$ cat src/hw/afbp_pkg_unused_guard.sv
// spare design file, holds no logic

$ cat src/hw/afbp_pkg.sv
// shared constants and types for the async fifo / bit-bang port
package afbp_pkg;

  localparam int DATA_W = 8;
  localparam int FIFO_DEPTH = 8;

  // clock: 200 MHz
  localparam int CLK_PERIOD_PS = 5000;

  // bit-bang strobe low time, least value
  localparam int BB_STROBE_NS = 50;
  localparam int BB_STROBE_CYC = (BB_STROBE_NS * 1000 + CLK_PERIOD_PS - 1) / CLK_PERIOD_PS;
  localparam int CNT_W = 4;
  localparam logic [CNT_W-1:0] BB_STROBE_CNT = CNT_W'(BB_STROBE_CYC - 1);

  // reset values of pin-side signals
  localparam logic STROBE_IDLE = 1'b1;
  localparam logic FLAG_INACTIVE = 1'b1;
  localparam logic [DATA_W-1:0] DATA_RST = 8'h00;

  typedef enum logic [1:0] {
    AFBP_MODE_OFF,
    AFBP_MODE_FIFO,
    AFBP_MODE_BB_ASYNC,
    AFBP_MODE_BB_SYNC
  } afbp_mode_e;

  typedef enum logic [1:0] {
    AFBP_ST_IDLE,
    AFBP_ST_WRITE,
    AFBP_ST_SAMPLE,
    AFBP_ST_SEND
  } afbp_state_e;

endpackage : afbp_pkg

$ cat src/hw/afbp_port.sv
// async fifo / bit-bang parallel port channel with its receive fifo
`timescale 1ns/1ps

////////////////////////////////////////////////////////////////////////////////
// receive fifo
module afbp_fifo #(
  parameter int WIDTH = 8,
  parameter int DEPTH = 8
) (
  input wire logic mclk,
  input wire logic reset_n,
  input wire logic [WIDTH-1:0] s_data,
  input wire logic s_valid,
  output logic s_ready,
  output logic [WIDTH-1:0] m_data,
  output logic m_valid,
  input wire logic m_ready
);
  localparam int AW = $clog2(DEPTH);

  typedef struct packed {
    logic [DEPTH-1:0][WIDTH-1:0] mem;
    logic [AW:0] wp;
    logic [AW:0] rp;
  } afbp_fifo_s;

  afbp_fifo_s r;
  afbp_fifo_s next_r;
  logic full;
  logic empty;

  assign empty = (r.wp == r.rp);
  assign full = (r.wp[AW-1:0] == r.rp[AW-1:0]) && (r.wp[AW] != r.rp[AW]);
  assign s_ready = ~full;
  assign m_valid = ~empty;
  assign m_data = r.mem[r.rp[AW-1:0]];

  always_comb begin
    next_r = r;
    if (s_valid && !full) begin
      next_r.mem[r.wp[AW-1:0]] = s_data;
      next_r.wp = r.wp + 1'b1;
    end
    if (m_ready && !empty) begin
      next_r.rp = r.rp + 1'b1;
    end
  end

  always_ff @(posedge mclk or negedge reset_n) begin
    if (!reset_n) begin
      r <= '0;
    end else begin
      r <= next_r;
    end
  end
endmodule : afbp_fifo

////////////////////////////////////////////////////////////////////////////////
// Overview of operation
// - fifo mode moves bytes on falling read and write strobes, no interface clock.
// - in fifo mode data lines stay inputs except while the read strobe is low.
// - receive flag low while a byte waits, high otherwise; no reads while high.
// - each read strobe rise forces receive flag high; low again only if more data.
// - during reset both flag outputs are released, pulled up outside.
// - transmit flag low when a byte fits; writer pulses strobe only while low.
// - read fall drives current byte; read rise advances to the next byte.
// - a write strobe fall captures the data lines into the transmit path unless the holding word is full.
// - suspended with wakeup enabled, a send/wakeup low pulse requests bus resume.
// - powered, a send/wakeup low pulse flushes pending transmit data next bulk-in.
// - fifo mode is chosen per channel from nonvolatile configuration.
// - bit-bang turns the eight lines into a bidirectional port, sync or async.
// - bit-bang pulses write indicator low when new host data sits on the lines.
// - bit-bang pulses read indicator low when the lines are sampled into the transmit path.
module afbp_port (
  input wire logic mclk,
  input wire logic reset_n,
  input afbp_pkg::afbp_mode_e cfg_mode,
  input wire logic cfg_wakeup_en,
  input wire logic [afbp_pkg::DATA_W-1:0] cfg_bb_dir,
  input wire logic usb_suspended,
  input wire logic [afbp_pkg::DATA_W-1:0] usb_rx_data,
  input wire logic usb_rx_valid,
  output logic usb_rx_ready,
  output logic [afbp_pkg::DATA_W-1:0] usb_tx_data,
  output logic usb_tx_valid,
  input wire logic usb_tx_ready,
  output logic send_now_req,
  output logic resume_req,
  output logic power_on_n,
  input wire logic rd_n,
  input wire logic wr_n,
  input wire logic send_now_wakeup_n,
  input wire logic [afbp_pkg::DATA_W-1:0] data_in,
  output logic [afbp_pkg::DATA_W-1:0] data_out,
  output logic [afbp_pkg::DATA_W-1:0] data_oe,
  output logic rx_avail_n,
  output logic tx_space_n,
  output logic flags_oe,
  output logic bb_write_pulse_n,
  output logic bb_read_pulse_n
);
  import afbp_pkg::*;

  typedef struct packed {
    logic rd_s1;
    logic rd_s2;
    logic rd_q;
    logic wr_s1;
    logic wr_s2;
    logic wr_q;
    logic sw_s1;
    logic sw_s2;
    logic sw_q;
    logic [DATA_W-1:0] din_s1;
    logic [DATA_W-1:0] din_s2;
    afbp_state_e st;
    logic [CNT_W-1:0] cnt;
    logic [DATA_W-1:0] dout;
    logic [DATA_W-1:0] oe;
    logic rx_flag_n;
    logic tx_flag_n;
    logic flags_on;
    logic tx_full;
    logic [DATA_W-1:0] tx_data;
    logic wstb_n;
    logic rstb_n;
    logic send_now;
    logic resume;
    logic pwr_n;
  } afbp_port_s;

  localparam afbp_port_s RST = '{
    rd_s1: STROBE_IDLE, rd_s2: STROBE_IDLE, rd_q: STROBE_IDLE,
    wr_s1: STROBE_IDLE, wr_s2: STROBE_IDLE, wr_q: STROBE_IDLE,
    sw_s1: STROBE_IDLE, sw_s2: STROBE_IDLE, sw_q: STROBE_IDLE,
    din_s1: DATA_RST, din_s2: DATA_RST,
    st: AFBP_ST_IDLE, cnt: '0,
    dout: DATA_RST, oe: '0,
    rx_flag_n: FLAG_INACTIVE, tx_flag_n: FLAG_INACTIVE, flags_on: 1'b0,
    tx_full: 1'b0, tx_data: DATA_RST,
    wstb_n: STROBE_IDLE, rstb_n: STROBE_IDLE,
    send_now: 1'b0, resume: 1'b0, pwr_n: 1'b1
  };

  afbp_port_s r;
  afbp_port_s next_r;

  logic [DATA_W-1:0] rx_head;
  logic rx_valid;
  logic rx_pop;
  logic rd_fall;
  logic rd_rise;
  logic wr_fall;
  logic sw_fall;
  logic is_fifo;
  logic is_bb;
  logic cnt_done;

  //////////////////////////////////////////////////////////////////////////////
  // receive buffer, usb side stalls on full
  afbp_fifo #(
    .WIDTH(DATA_W),
    .DEPTH(FIFO_DEPTH)
  ) u_rx_fifo (
    .mclk(mclk),
    .reset_n(reset_n),
    .s_data(usb_rx_data),
    .s_valid(usb_rx_valid),
    .s_ready(usb_rx_ready),
    .m_data(rx_head),
    .m_valid(rx_valid),
    .m_ready(rx_pop)
  );

  //////////////////////////////////////////////////////////////////////////////
  // edge detect on synchronised strobes
  assign rd_fall = r.rd_q & ~r.rd_s2;
  assign rd_rise = ~r.rd_q & r.rd_s2;
  assign wr_fall = r.wr_q & ~r.wr_s2;
  assign sw_fall = r.sw_q & ~r.sw_s2;
  assign is_fifo = (cfg_mode == AFBP_MODE_FIFO);
  assign is_bb = (cfg_mode == AFBP_MODE_BB_ASYNC) || (cfg_mode == AFBP_MODE_BB_SYNC);
  assign cnt_done = (r.cnt == '0);

  // pop: fifo mode on read rise, bit-bang when a byte goes to the lines
  always_comb begin
    rx_pop = 1'b0;
    if (is_fifo) begin
      rx_pop = rd_rise & ~r.rx_flag_n & rx_valid;
    end else if (cfg_mode == AFBP_MODE_BB_ASYNC) begin
      rx_pop = (r.st == AFBP_ST_IDLE) & rx_valid & ~r.tx_full;
    end else if (cfg_mode == AFBP_MODE_BB_SYNC) begin
      rx_pop = (r.st == AFBP_ST_SEND) & cnt_done & rx_valid;
    end
  end

  //////////////////////////////////////////////////////////////////////////////
  // next state
  always_comb begin
    next_r = r;
    next_r.rd_s1 = rd_n;
    next_r.rd_s2 = r.rd_s1;
    next_r.rd_q = r.rd_s2;
    next_r.wr_s1 = wr_n;
    next_r.wr_s2 = r.wr_s1;
    next_r.wr_q = r.wr_s2;
    next_r.sw_s1 = send_now_wakeup_n;
    next_r.sw_s2 = r.sw_s1;
    next_r.sw_q = r.sw_s2;
    next_r.din_s1 = data_in;
    next_r.din_s2 = r.din_s1;
    next_r.flags_on = 1'b1;
    next_r.send_now = 1'b0;
    next_r.resume = 1'b0;
    next_r.pwr_n = usb_suspended;
    if (!cnt_done) begin
      next_r.cnt = r.cnt - 1'b1;
    end

    // transmit holding word drains to usb
    if (r.tx_full && usb_tx_ready) begin
      next_r.tx_full = 1'b0;
    end

    // send immediate / wakeup
    if (sw_fall) begin
      if (r.pwr_n && cfg_wakeup_en) begin
        next_r.resume = 1'b1;
      end else if (!r.pwr_n) begin
        next_r.send_now = 1'b1;
      end
    end

    if (is_fifo) begin
      next_r.st = AFBP_ST_IDLE;
      next_r.wstb_n = STROBE_IDLE;
      next_r.rstb_n = STROBE_IDLE;
      // read side
      if (rd_fall) begin
        next_r.dout = rx_head;
        next_r.oe = '1;
      end
      if (r.rd_s2) begin
        next_r.oe = '0;
      end
      if (rd_rise) begin
        next_r.rx_flag_n = 1'b1;
      end else if (r.rd_s2) begin
        next_r.rx_flag_n = ~rx_valid;
      end
      // write side, full holding word ignores the strobe
      if (wr_fall && !r.tx_full) begin
        next_r.tx_data = r.din_s2;
        next_r.tx_full = 1'b1;
      end
      next_r.tx_flag_n = next_r.tx_full;
    end else if (is_bb) begin
      next_r.oe = cfg_bb_dir;
      next_r.rx_flag_n = FLAG_INACTIVE;
      next_r.tx_flag_n = FLAG_INACTIVE;
      case (r.st)
        AFBP_ST_IDLE: begin
          if (cfg_mode == AFBP_MODE_BB_ASYNC) begin
            if (rx_valid && !r.tx_full) begin
              next_r.dout = rx_head;
              next_r.wstb_n = 1'b0;
              next_r.cnt = BB_STROBE_CNT;
              next_r.st = AFBP_ST_WRITE;
            end
          end else if (rx_valid && !r.tx_full) begin
            next_r.st = AFBP_ST_SAMPLE;
          end
        end
        AFBP_ST_WRITE: begin
          if (cnt_done) begin
            next_r.wstb_n = STROBE_IDLE;
            // async samples after writing, sync has sampled already
            if (cfg_mode == AFBP_MODE_BB_ASYNC) begin
              next_r.st = AFBP_ST_SAMPLE;
            end else begin
              next_r.st = AFBP_ST_IDLE;
            end
          end
        end
        AFBP_ST_SAMPLE: begin
          if (!r.tx_full) begin
            next_r.tx_data = r.din_s2;
            next_r.tx_full = 1'b1;
            next_r.rstb_n = 1'b0;
            next_r.cnt = BB_STROBE_CNT;
            next_r.st = AFBP_ST_SEND;
          end
        end
        AFBP_ST_SEND: begin
          if (cnt_done) begin
            next_r.rstb_n = STROBE_IDLE;
            if (cfg_mode == AFBP_MODE_BB_SYNC && rx_valid) begin
              next_r.dout = rx_head;
              next_r.wstb_n = 1'b0;
              next_r.cnt = BB_STROBE_CNT;
              next_r.st = AFBP_ST_WRITE;
            end else begin
              next_r.st = AFBP_ST_IDLE;
            end
          end
        end
        default: begin
          next_r.st = AFBP_ST_IDLE;
        end
      endcase
    end else begin
      next_r.st = AFBP_ST_IDLE;
      next_r.oe = '0;
      next_r.rx_flag_n = FLAG_INACTIVE;
      next_r.tx_flag_n = FLAG_INACTIVE;
      next_r.wstb_n = STROBE_IDLE;
      next_r.rstb_n = STROBE_IDLE;
    end
  end

  always_ff @(posedge mclk or negedge reset_n) begin
    if (!reset_n) begin
      r <= RST;
    end else begin
      r <= next_r;
    end
  end

  //////////////////////////////////////////////////////////////////////////////
  // outputs
  assign data_out = r.dout;
  assign data_oe = r.oe;
  assign rx_avail_n = r.rx_flag_n;
  assign tx_space_n = r.tx_flag_n;
  assign flags_oe = r.flags_on;
  assign bb_write_pulse_n = r.wstb_n;
  assign bb_read_pulse_n = r.rstb_n;
  assign usb_tx_data = r.tx_data;
  assign usb_tx_valid = r.tx_full;
  assign send_now_req = r.send_now;
  assign resume_req = r.resume;
  assign power_on_n = r.pwr_n;
endmodule : afbp_port

$ cat config.mk
export PLATFORM = sky130hd
export DESIGN_NAME = afbp_port
export DESIGN_NICKNAME = d
export VERILOG_FILES = /design/src/hw/afbp_pkg_unused_guard.sv /design/src/hw/afbp_pkg.sv /design/src/hw/afbp_port.sv
export SDC_FILE = /design/constraint.sdc
export NUM_CORES = 1
export LEC_CHECK = 0
export BUFFER_PORTS_ARGS = -buffer_cell sky130_fd_sc_hd__buf_4
export CAP_MARGIN = 15
export CORE_MARGIN = 2
export CORE_UTILIZATION = 61
export CTS_BUF_LIST = sky130_fd_sc_hd__clkbuf_4
export DETAILED_ROUTE_END_ITERATION = 8
export PLACE_DENSITY_LB_ADDON = 0.25
export SETUP_SLACK_MARGIN = 0.15
export SLEW_MARGIN = 20
export SYNTH_ARGS = -nofsm -noshare
export SYNTH_HDL_FRONTEND = slang
export SYNTH_SLANG_ARGS = --single-unit
$ cat constraint.sdc
create_clock -name mclk -period 2.95 [get_ports mclk]
set_input_delay 0.4425 -clock mclk [delete_from_list [all_inputs] [get_ports mclk]]
set_output_delay 0.4425 -clock mclk [all_outputs]
set_load 0.02 [all_outputs]
# Yosys cells after proc, flatten, opt, wreduce, memory -nomap -nowiden
# Index checks and enable logic that the tools add are counted.
# word_totals
ff_bits	136
in_bits	35
output_inout_bits	34
wordCells	159
# classes
add_sub_neg	3
n_lt_le_gt_ge	3
n_eq_ne	26
mux	51
n_bitwise	18
reduce_logical	23
# op_table
operator	count
bitwise mux 64 bit	1
2-to-1 mux 12 bit	3
2-to-1 mux 9 bit	4
2-to-1 mux 14 bit	2
binary-select mux 8 bit (select 3 bit)	1
demux 8 bit (select 3 bit)	1
2-to-1 mux 8 bit	3
2-to-1 mux 18 bit	1
2-to-1 mux 2 bit	9
2-to-1 mux 16 bit	1
inequality test 4 bit (second input constant)	4
one-hot mux 8 bit (2 select lines)	1
2-to-1 mux 1 bit	15
inequality test 3 bit (second input constant)	4
one-hot mux 4 bit (3 select lines)	1
2-to-1 mux 11 bit	1
AND 1 bit	10
2-to-1 mux 10 bit	1
logical AND 1 bit	9
adder 4 x 1 -> 4 bit (second input constant)	2
== test 2 bit (second input constant)	4
less-than comparator 3 x 4 -> 1 bit (second input constant)	2
2-to-1 mux 4 bit	2
inequality test 4 x 3 -> 1 bit (second input constant)	2
26 further kinds	40

# Longest topological paths before layout
# Gate-level depths: netlist of run 1.
# depth
ltp_word	8
depth_mapped	8

# Modules after synthesis
# From an unflattened synthesis of run 1, not the netlist that was laid out.
# unflattened
cells_unflattened	462
hier_area_um2	6347.3
# modules_own_cells
mod	instances	cells_per_inst	area_per_inst_um2	seq_area_each_um2
afbp_fifo	1	210	3493.4	1801.7
afbp_port	1	252	2854.0	1619.1

# Worst setup path before layout of run 1
# No wires, ideal clock.
# synth_timing
kind	flip-flop to flip-flop
startpoint	reg u_rx_fifo.r[0] (netlist name)
endpoint	reg u_rx_fifo.r[40] (netlist name)
setup_time_ns	0.127
arrival_time_ns	2.079
t_required_ns	2.823
setup_slack_ns	0.744
path_stages_with_launch	9
path_buffers	3
synth_period_minus_slack_ns	2.206
cell_sequence	dfrtp_1 -> buf_6 -> xor2_2 -> or4_1 -> buf_2 -> and2b_4 -> nand2b_2 -> buf_6 -> mux2_1
# synth_via
elab_chain_len	4
# synth_rtl
element	line	rtl
start: declaration	afbp_port.sv:27	afbp_fifo_s r;
start signal: assignment	afbp_port.sv:53	r <= next_r;
== test 3 bit	afbp_port.sv:33	assign full = (r.wp[AW-1:0] == r.rp[AW-1:0]) && (r.wp[AW] != r.rp[AW]);
logical AND 1 bit	afbp_port.sv:33	
zero test 1 bit	afbp_port.sv:40	if (s_valid && !full) begin
logical AND 1 bit	afbp_port.sv:40	
# No other way between the ends.
# A chain may end at the register's enable or synchronous reset.

# Final worst setup path of run 1
# layout_timing
startpoint	reg u_rx_fifo.r[6] (netlist name)
endpoint	out usb_rx_ready
# layout_via
elab_chain_len	3
# layout_rtl
element	line	rtl
== test 3 bit	afbp_port.sv:33	
logical AND 1 bit	afbp_port.sv:33	
inverter 1 bit	afbp_port.sv:34	assign s_ready = ~full;
end: declaration	afbp_port.sv:83	output logic usb_rx_ready,
# No other way between the ends.

==> metrics.yaml, run 1 <==
dp_hpwl_um: 8170
die_w_um: 105
p_leak_uw: 0.00322
die-area_um2: 11000
netlist_area_um2: 6230
period_share: 0.883
cpPeakStageDelay_ps: 670
layout_setup_ws_ps: 347
grt_remaining_overflow: 0
dr.pass1.iters: 4
slowest_stage: "or4_1"
track_usage: 0.246
layout_common_cells: "dfrtp_1 (122), buf_4 (78), mux2_2 (50)"
numCtsBuffers: 17
grt_max_degree: 53
area_delta_synth_final_pct: 15.3
clk_latency_ps: 540
placed_cell_area_um2: 6710
fmaxAchievable_mhz: 384
tightest_slew_ps: 809
period_minus_slack_ps: 2600
skew_ps: 18.2
synthDistinctLibCells: 58
async_flop_share: 1.00
fin_setup_tns_ps: 0
status: "completed"
port_buffers: 68
drive_above_1_share: 0.383
drv_slew: 0
r2r_end: "u_rx_fifo.r[55]"
crit_type: "flip-flop to output port"
initial_core_util: 0.632
cp_num_buf_inv: 1
vias: 3916
wl_per_cell_um: 18.0
cp.arrival_ps: 2160
dominantRegCellSynth: "dfrtp_1"
syn-instance-count: 474
yosysWarnings: 0
die_y_um: 105
path_cells: "xor2_1, or4_1, buf_4"
end_kind: "output port"
place.gp.congestion: 0.882
stdcell_area_um2: 7190
place_ws_ps: 496
cp-endpoint: "usb_rx_ready"
antenna_found_initial: 0
reg2reg_slack_ps: 610
rsz0062_at_grt: "false"
via_per_inst: 5.68
yosysSeqAreaShare: 0.549
worstPathRequired_ps: 2510
ioPinCount: 69
hold_viol: 0
drtIter0Drc: 187
antenna_left: 0
reg2reg_from: "u_rx_fifo.r[6]"
drc: 0
path_depth: 3
syn_nets: 520
cp-startpoint: "u_rx_fifo.r[6]"
rows: 36
cts_tree: "yes"
cts_max_path_buffers: 2
synth_edf_count: 0
nets: 589
critPathMaxFanout: 7
maxCapViolations: 0
power_density_nw_per_um2: 1010
cts_resized: 0
grt_pass1_wl_um: 20800
root_buffer: "clkbuf_4"
setup-violations-final: 0
antenna_cells: 0
crit_family: "simple AND/OR/NAND/NOR gates"
layout_commonest_cell: "dfrtp_1"
syn_avg_cell_area_um2: 13.1
ys_ff_latch: 136
total_power_uw: 7290
crit_path_start_kind: "flip-flop"
peakVddDrop_mv: 0.716
slew_headroom: 0.457
h-tree-depth: 4
reg2reg_depth: 5
coreArea_um2: 9860
clock_sinks: 136
routed_wl_um: 12400
clk_pin_slew_worst_paths_ps: 130
hp-class: "primary input to flip-flop"
grt_pass1_vias: 4077
[worst min-delay path by stage]
stage                   from         end  cells past startpoint
2_1_floorplan        reset_n  data_oe[0]                      0
5_1_grt        cfg_bb_dir[2]  data_oe[2]                      3
3_5_place_dp      next_r[43]       r[43]                      0
6_report       cfg_bb_dir[2]  data_oe[2]                      3
4_1_cts        cfg_bb_dir[2]  data_oe[2]                      3
3_3_place_gp      next_r[41]       r[41]                      0
[per-layer routing]
| layer | global-route usage | routed length [um] | up-vias |
|---|---|---|---|
| met5 | 0 | 0 | - |
| met4 | 0.103 | 279 | 0 |
| met3 | 0.0649 | 572 | 26 |
| met2 | 0.395 | 6190 | 105 |
| met1 | 0.318 | 5350 | 1987 |
| li1 | - | - | 1798 |
[metrics by stage]
step	util	std cells	hold WS, ps
6_report	0.728	689	92.9
5_1_grt	0.728	689	70.9
4_1_cts	0.728	689	53.4
3_5_place_dp	0.680	644	340
3_3_place_gp	0.680	644	331
2_1_floorplan	-	474	147
[logic make-up (layout without fill, tap and decap cells)]
kind of cell | Yosys count | count (layout) | share of synthesized area
adders and majority gates | 11 | 11 | 0.0221
buffers and inverters | 62 | 144 | 0.0584
xor gates and xnor gates | 12 | 12 | 0.0181
AOI/OAI and AO/OA | 67 | 67 | 0.0695
other | 1 | 1 | 0.000602
and+or+nand+nor | 93 | 93 | 0.0826
muxes | 92 | 92 | 0.200
DFF | 136 | 136 | 0.549
[synth_stat cells (all sizes together) (2+ instances only)]
cell type / number / area (um2)
dfrtp: 122 / 3050
mux2: 74 / 863
buf: 32 / 251
nand2: 26 / 115
nor2: 23 / 96.4
o21ai: 23 / 115
inv: 20 / 75.1
mux4: 16 / 360
dfstp: 14 / 368
a21oi: 12 / 60.1
ha: 11 / 138
nand3: 11 / 55.1
clkbuf: 10 / 37.5
nand2b: 10 / 67.6
a22o: 8 / 70.1
xor2: 7 / 68.8
a211oi: 6 / 45.0
xnor2: 5 / 43.8
a221oi: 4 / 35.0
nor3: 4 / 31.3
nor2b: 3 / 18.8
nor3b: 3 / 22.5
or4: 3 / 22.5
a31oi: 2 / 12.5
mux2i: 2 / 20.0
o21a: 2 / 15.0
o22ai: 2 / 12.5
[layout make-up]
class	count	area [um2]
clock buffers	17	128
clock inverters	15	215
fillers	666	2680
inverters	20	75.1
multi-input cells	276	2440
flip-flops and latches	136	3420
well taps	133	166
repair buffers	92	736
[sequential cells by signal (all words and copies together), names as in the netlist]
| register | cells |
|---|---|
| u_rx_fifo.r | 72 |
| r | 17 |
| next_r | 14 |
| data_oe | 8 |
| data_out | 8 |
| usb_tx_data | 8 |
| bb_read_pulse_n | 1 |
| bb_write_pulse_n | 1 |
| flags_oe | 1 |
| power_on_n | 1 |
| resume_req | 1 |
| rx_avail_n | 1 |
| send_now_req | 1 |
| tx_space_n | 1 |
| usb_tx_valid | 1 |
[repair_timing]
item,in CTS,in global routing
hold buffers,13,0
setup buffers,0,0
setup endpoints to repair,0,0
endpoints found under the hold margin,54,0
[worst min-delay path, stage by stage]
cell and delay [ps]:
buf_4 70, nand2_1 30, o21ai_0 60
[power breakdown]
part           total [uW]  internal (uW)  switching, uW
clock network        1440            693            749
registers            2980           2540            440
logic                2860           1540           1320
total                7290           4780           2510
No activity file was read; power rests on OpenSTA's default activity.
==> run 2: changes to the inputs <==
- CORE_ASPECT_RATIO: not set -> 0.7
- CTS_CLUSTER_DIAMETER: not set -> 150
==> run 2 against run 1 <==
Non-clock buffer count increased by 1. Worst setup slack got worse by 3.5 ps. Total power decreased by 2.4%. Register-to-register slack worse by 30 ps. Combinational power barely moved. Utilization decreased by 0.060 points. Clock power is 14% lower. Sequential share of layout area grew 0.37 points. Sequential power barely moved. Worst hold slack gained 20 ps. Maximum frequency fell by 0.13%. Cell area shrank 0.77%. Critical endpoint unchanged.
==> metrics.yaml, run 2 (synthesized netlist as in run 1, its figures left out) <==
status: "completed"  # unchanged
reg2reg_slack_ps: 580  # was 610 ps
dp_hpwl_um: 8440  # was 8170 um
dr.pass1.iters: 4  # unchanged
clk_latency_ps: 530  # was 540 ps
port_buffers: 68  # unchanged
largest_register: "u_rx_fifo.r"  # unchanged
rows: 30  # was 36
cts_tree: "yes"  # unchanged
area_delta_synth_final_pct: 14.5  # was 15.3%
ioPinCount: 69  # unchanged
crit_path_start_kind: "flip-flop"  # unchanged
drv_slew: 0  # unchanged
hold_viol: 0  # unchanged
place_ws_ps: 431  # was 496 ps
end_kind: "output port"  # unchanged
p_leak_uw: 0.00319  # was 0.00322 uW
layout_setup_ws_ps: 343  # was 347 ps
r2r_end: "u_rx_fifo.r[33]"  # was u_rx_fifo.r[55]
power_density_nw_per_um2: 998  # was 1010 nW/um2
setup-violations-final: 0  # unchanged
critPathMaxFanout: 7  # unchanged
slew_headroom: 0.453  # was 0.457
grt_max_degree: 62  # was 53
clk_pin_slew_worst_paths_ps: 120  # was 130 ps
antenna_left: 0  # unchanged
peakVddDrop_mv: 0.619  # was 0.716 mV
finalCoreUtilization: 0.728  # about the same
via_per_inst: 5.74  # was 5.68
grt_pass1_vias: 3967  # was 4077
cts_max_path_buffers: 2  # unchanged
wl_per_cell_um: 17.8  # was 18.0 um
fmaxAchievable_mhz: 384  # about the same
cp-endpoint: "usb_rx_ready"  # unchanged
routed_wl_um: 12200  # was 12400 um
rsz0062_at_grt: "false"  # unchanged
cp.arrival_ps: 2160  # about the same
track_usage: 0.240  # was 0.246
grt_pass1_wl_um: 20400  # was 20800 um
reg2reg_from: "u_rx_fifo.r[6]"  # unchanged
drtIter0Drc: 318  # was 187
layout_common_cells: "dfrtp_1 (122), buf_4 (79), mux2_2 (50)"  # was dfrtp_1 (122), buf_4 (78), mux2_2 (50)
period_minus_slack_ps: 2610  # was 2600 ps
largest_reg_flops: 72  # unchanged
maxCapViolations: 0  # unchanged
die-area_um2: 11000  # about the same
drive_above_1_share: 0.382  # was 0.383
skew_ps: 22.1  # was 18.2 ps
antenna_cells: 0  # unchanged
layout_commonest_cell: "dfrtp_1"  # unchanged
initial_core_util: 0.636  # was 0.632
die_w_um: 125  # was 105 um
reg2reg_depth: 5  # unchanged
tightest_slew_ps: 815  # was 809 ps
grt_remaining_overflow: 0  # unchanged
nets: 590  # was 589
vias: 3933  # was 3916
die_y_um: 88.6  # was 105 um
drc: 0  # unchanged
antenna_found_initial: 0  # unchanged
root_buffer: "clkbuf_4"  # unchanged
cp-startpoint: "u_rx_fifo.r[6]"  # unchanged
clock_sinks: 136  # unchanged
fin_setup_tns_ps: 0  # unchanged
coreArea_um2: 9800  # was 9860 um2
post-cts-setup-buffers: 0  # unchanged
hp-class: "primary input to flip-flop"  # unchanged
crit_type: "flip-flop to output port"  # unchanged
h-tree-depth: 4  # unchanged
period_share: 0.884  # was 0.883
numCtsBuffers: 17  # unchanged
place.gp.congestion: 0.947  # was 0.882
worstPathRequired_ps: 2510  # about the same
-- run 2: changes by cell type in the layout (fill, tap and decap cells not counted), sizes merged --
| cell | before | now |
|---|---|---|
| inv | 25 | 24 |
| buf | 79 | 80 |
| clkinvlp | 2 | 3 |
| bufinv | 4 | 2 |
| clkinv | 4 | 6 |
-- run 2: routing by layer --
layer / track usage / routed length (um)
met5: 0 / 0
met4: 0.0705 / 99
met3: 0.0520 / 635
met2: 0.357 / 5400
met1: 0.361 / 6080
-- run 2: critical path: stages (launching register included) --
cell and delay, ps:
dfrtp_1 500, xor2_1 240, or4_1 680, buf_4 220
-- run 2: through the flow --
step                cell area, um2  power (uW)  cells  hold slack [ps]
floorplan                     6230        5220    474              147
global placement              6710        5770    640              334
detailed placement            6710        5890    640              336
CTS                           7130        7150    685             77.5
global route                  7130        7560    685             85.2
finish                        7130        7110    685              113
-- run 2: cell type report --
type / instances / area (um2)
multi-input cells: 276 / 2440
repair buffers: 93 / 734
clock inverters: 15 / 168
clock buffers: 17 / 128
flip-flops and latches: 136 / 3420
inverters: 20 / 75.1
well taps: 128 / 160
fillers: 662 / 2670
-- run 2: worst min-delay path by stage --
stage / startpoint / end / slack (ps) / cells past startpoint
detailed placement: next_r[46] / r[46] / 340 / 0
CTS: cfg_bb_dir[6] / data_oe[6] / 80 / 3
global route: cfg_bb_dir[6] / data_oe[6] / 90 / 3
finish: cfg_bb_dir[6] / data_oe[6] / 110 / 3
floorplan: reset_n / data_oe[0] / 150 / 0
global placement: next_r[43] / r[43] / 330 / 0
-- run 2: timing repair --
action / in CTS / in global routing
hold buffers: 13 / 0
hold endpoints to repair: 65 / 0
gates resized for setup: 0 / 0
endpoints found under the setup margin: 0 / 0
-- run 2: where the power goes --
group	leakage, uW	internal [uW]	switching (uW)	total [uW]
Sequential	0.00164	2540	444	2990
Combinational	0.00141	1540	1340	2890
Clock	0.000149	518	723	1240
Total	0.00319	4600	2510	7110
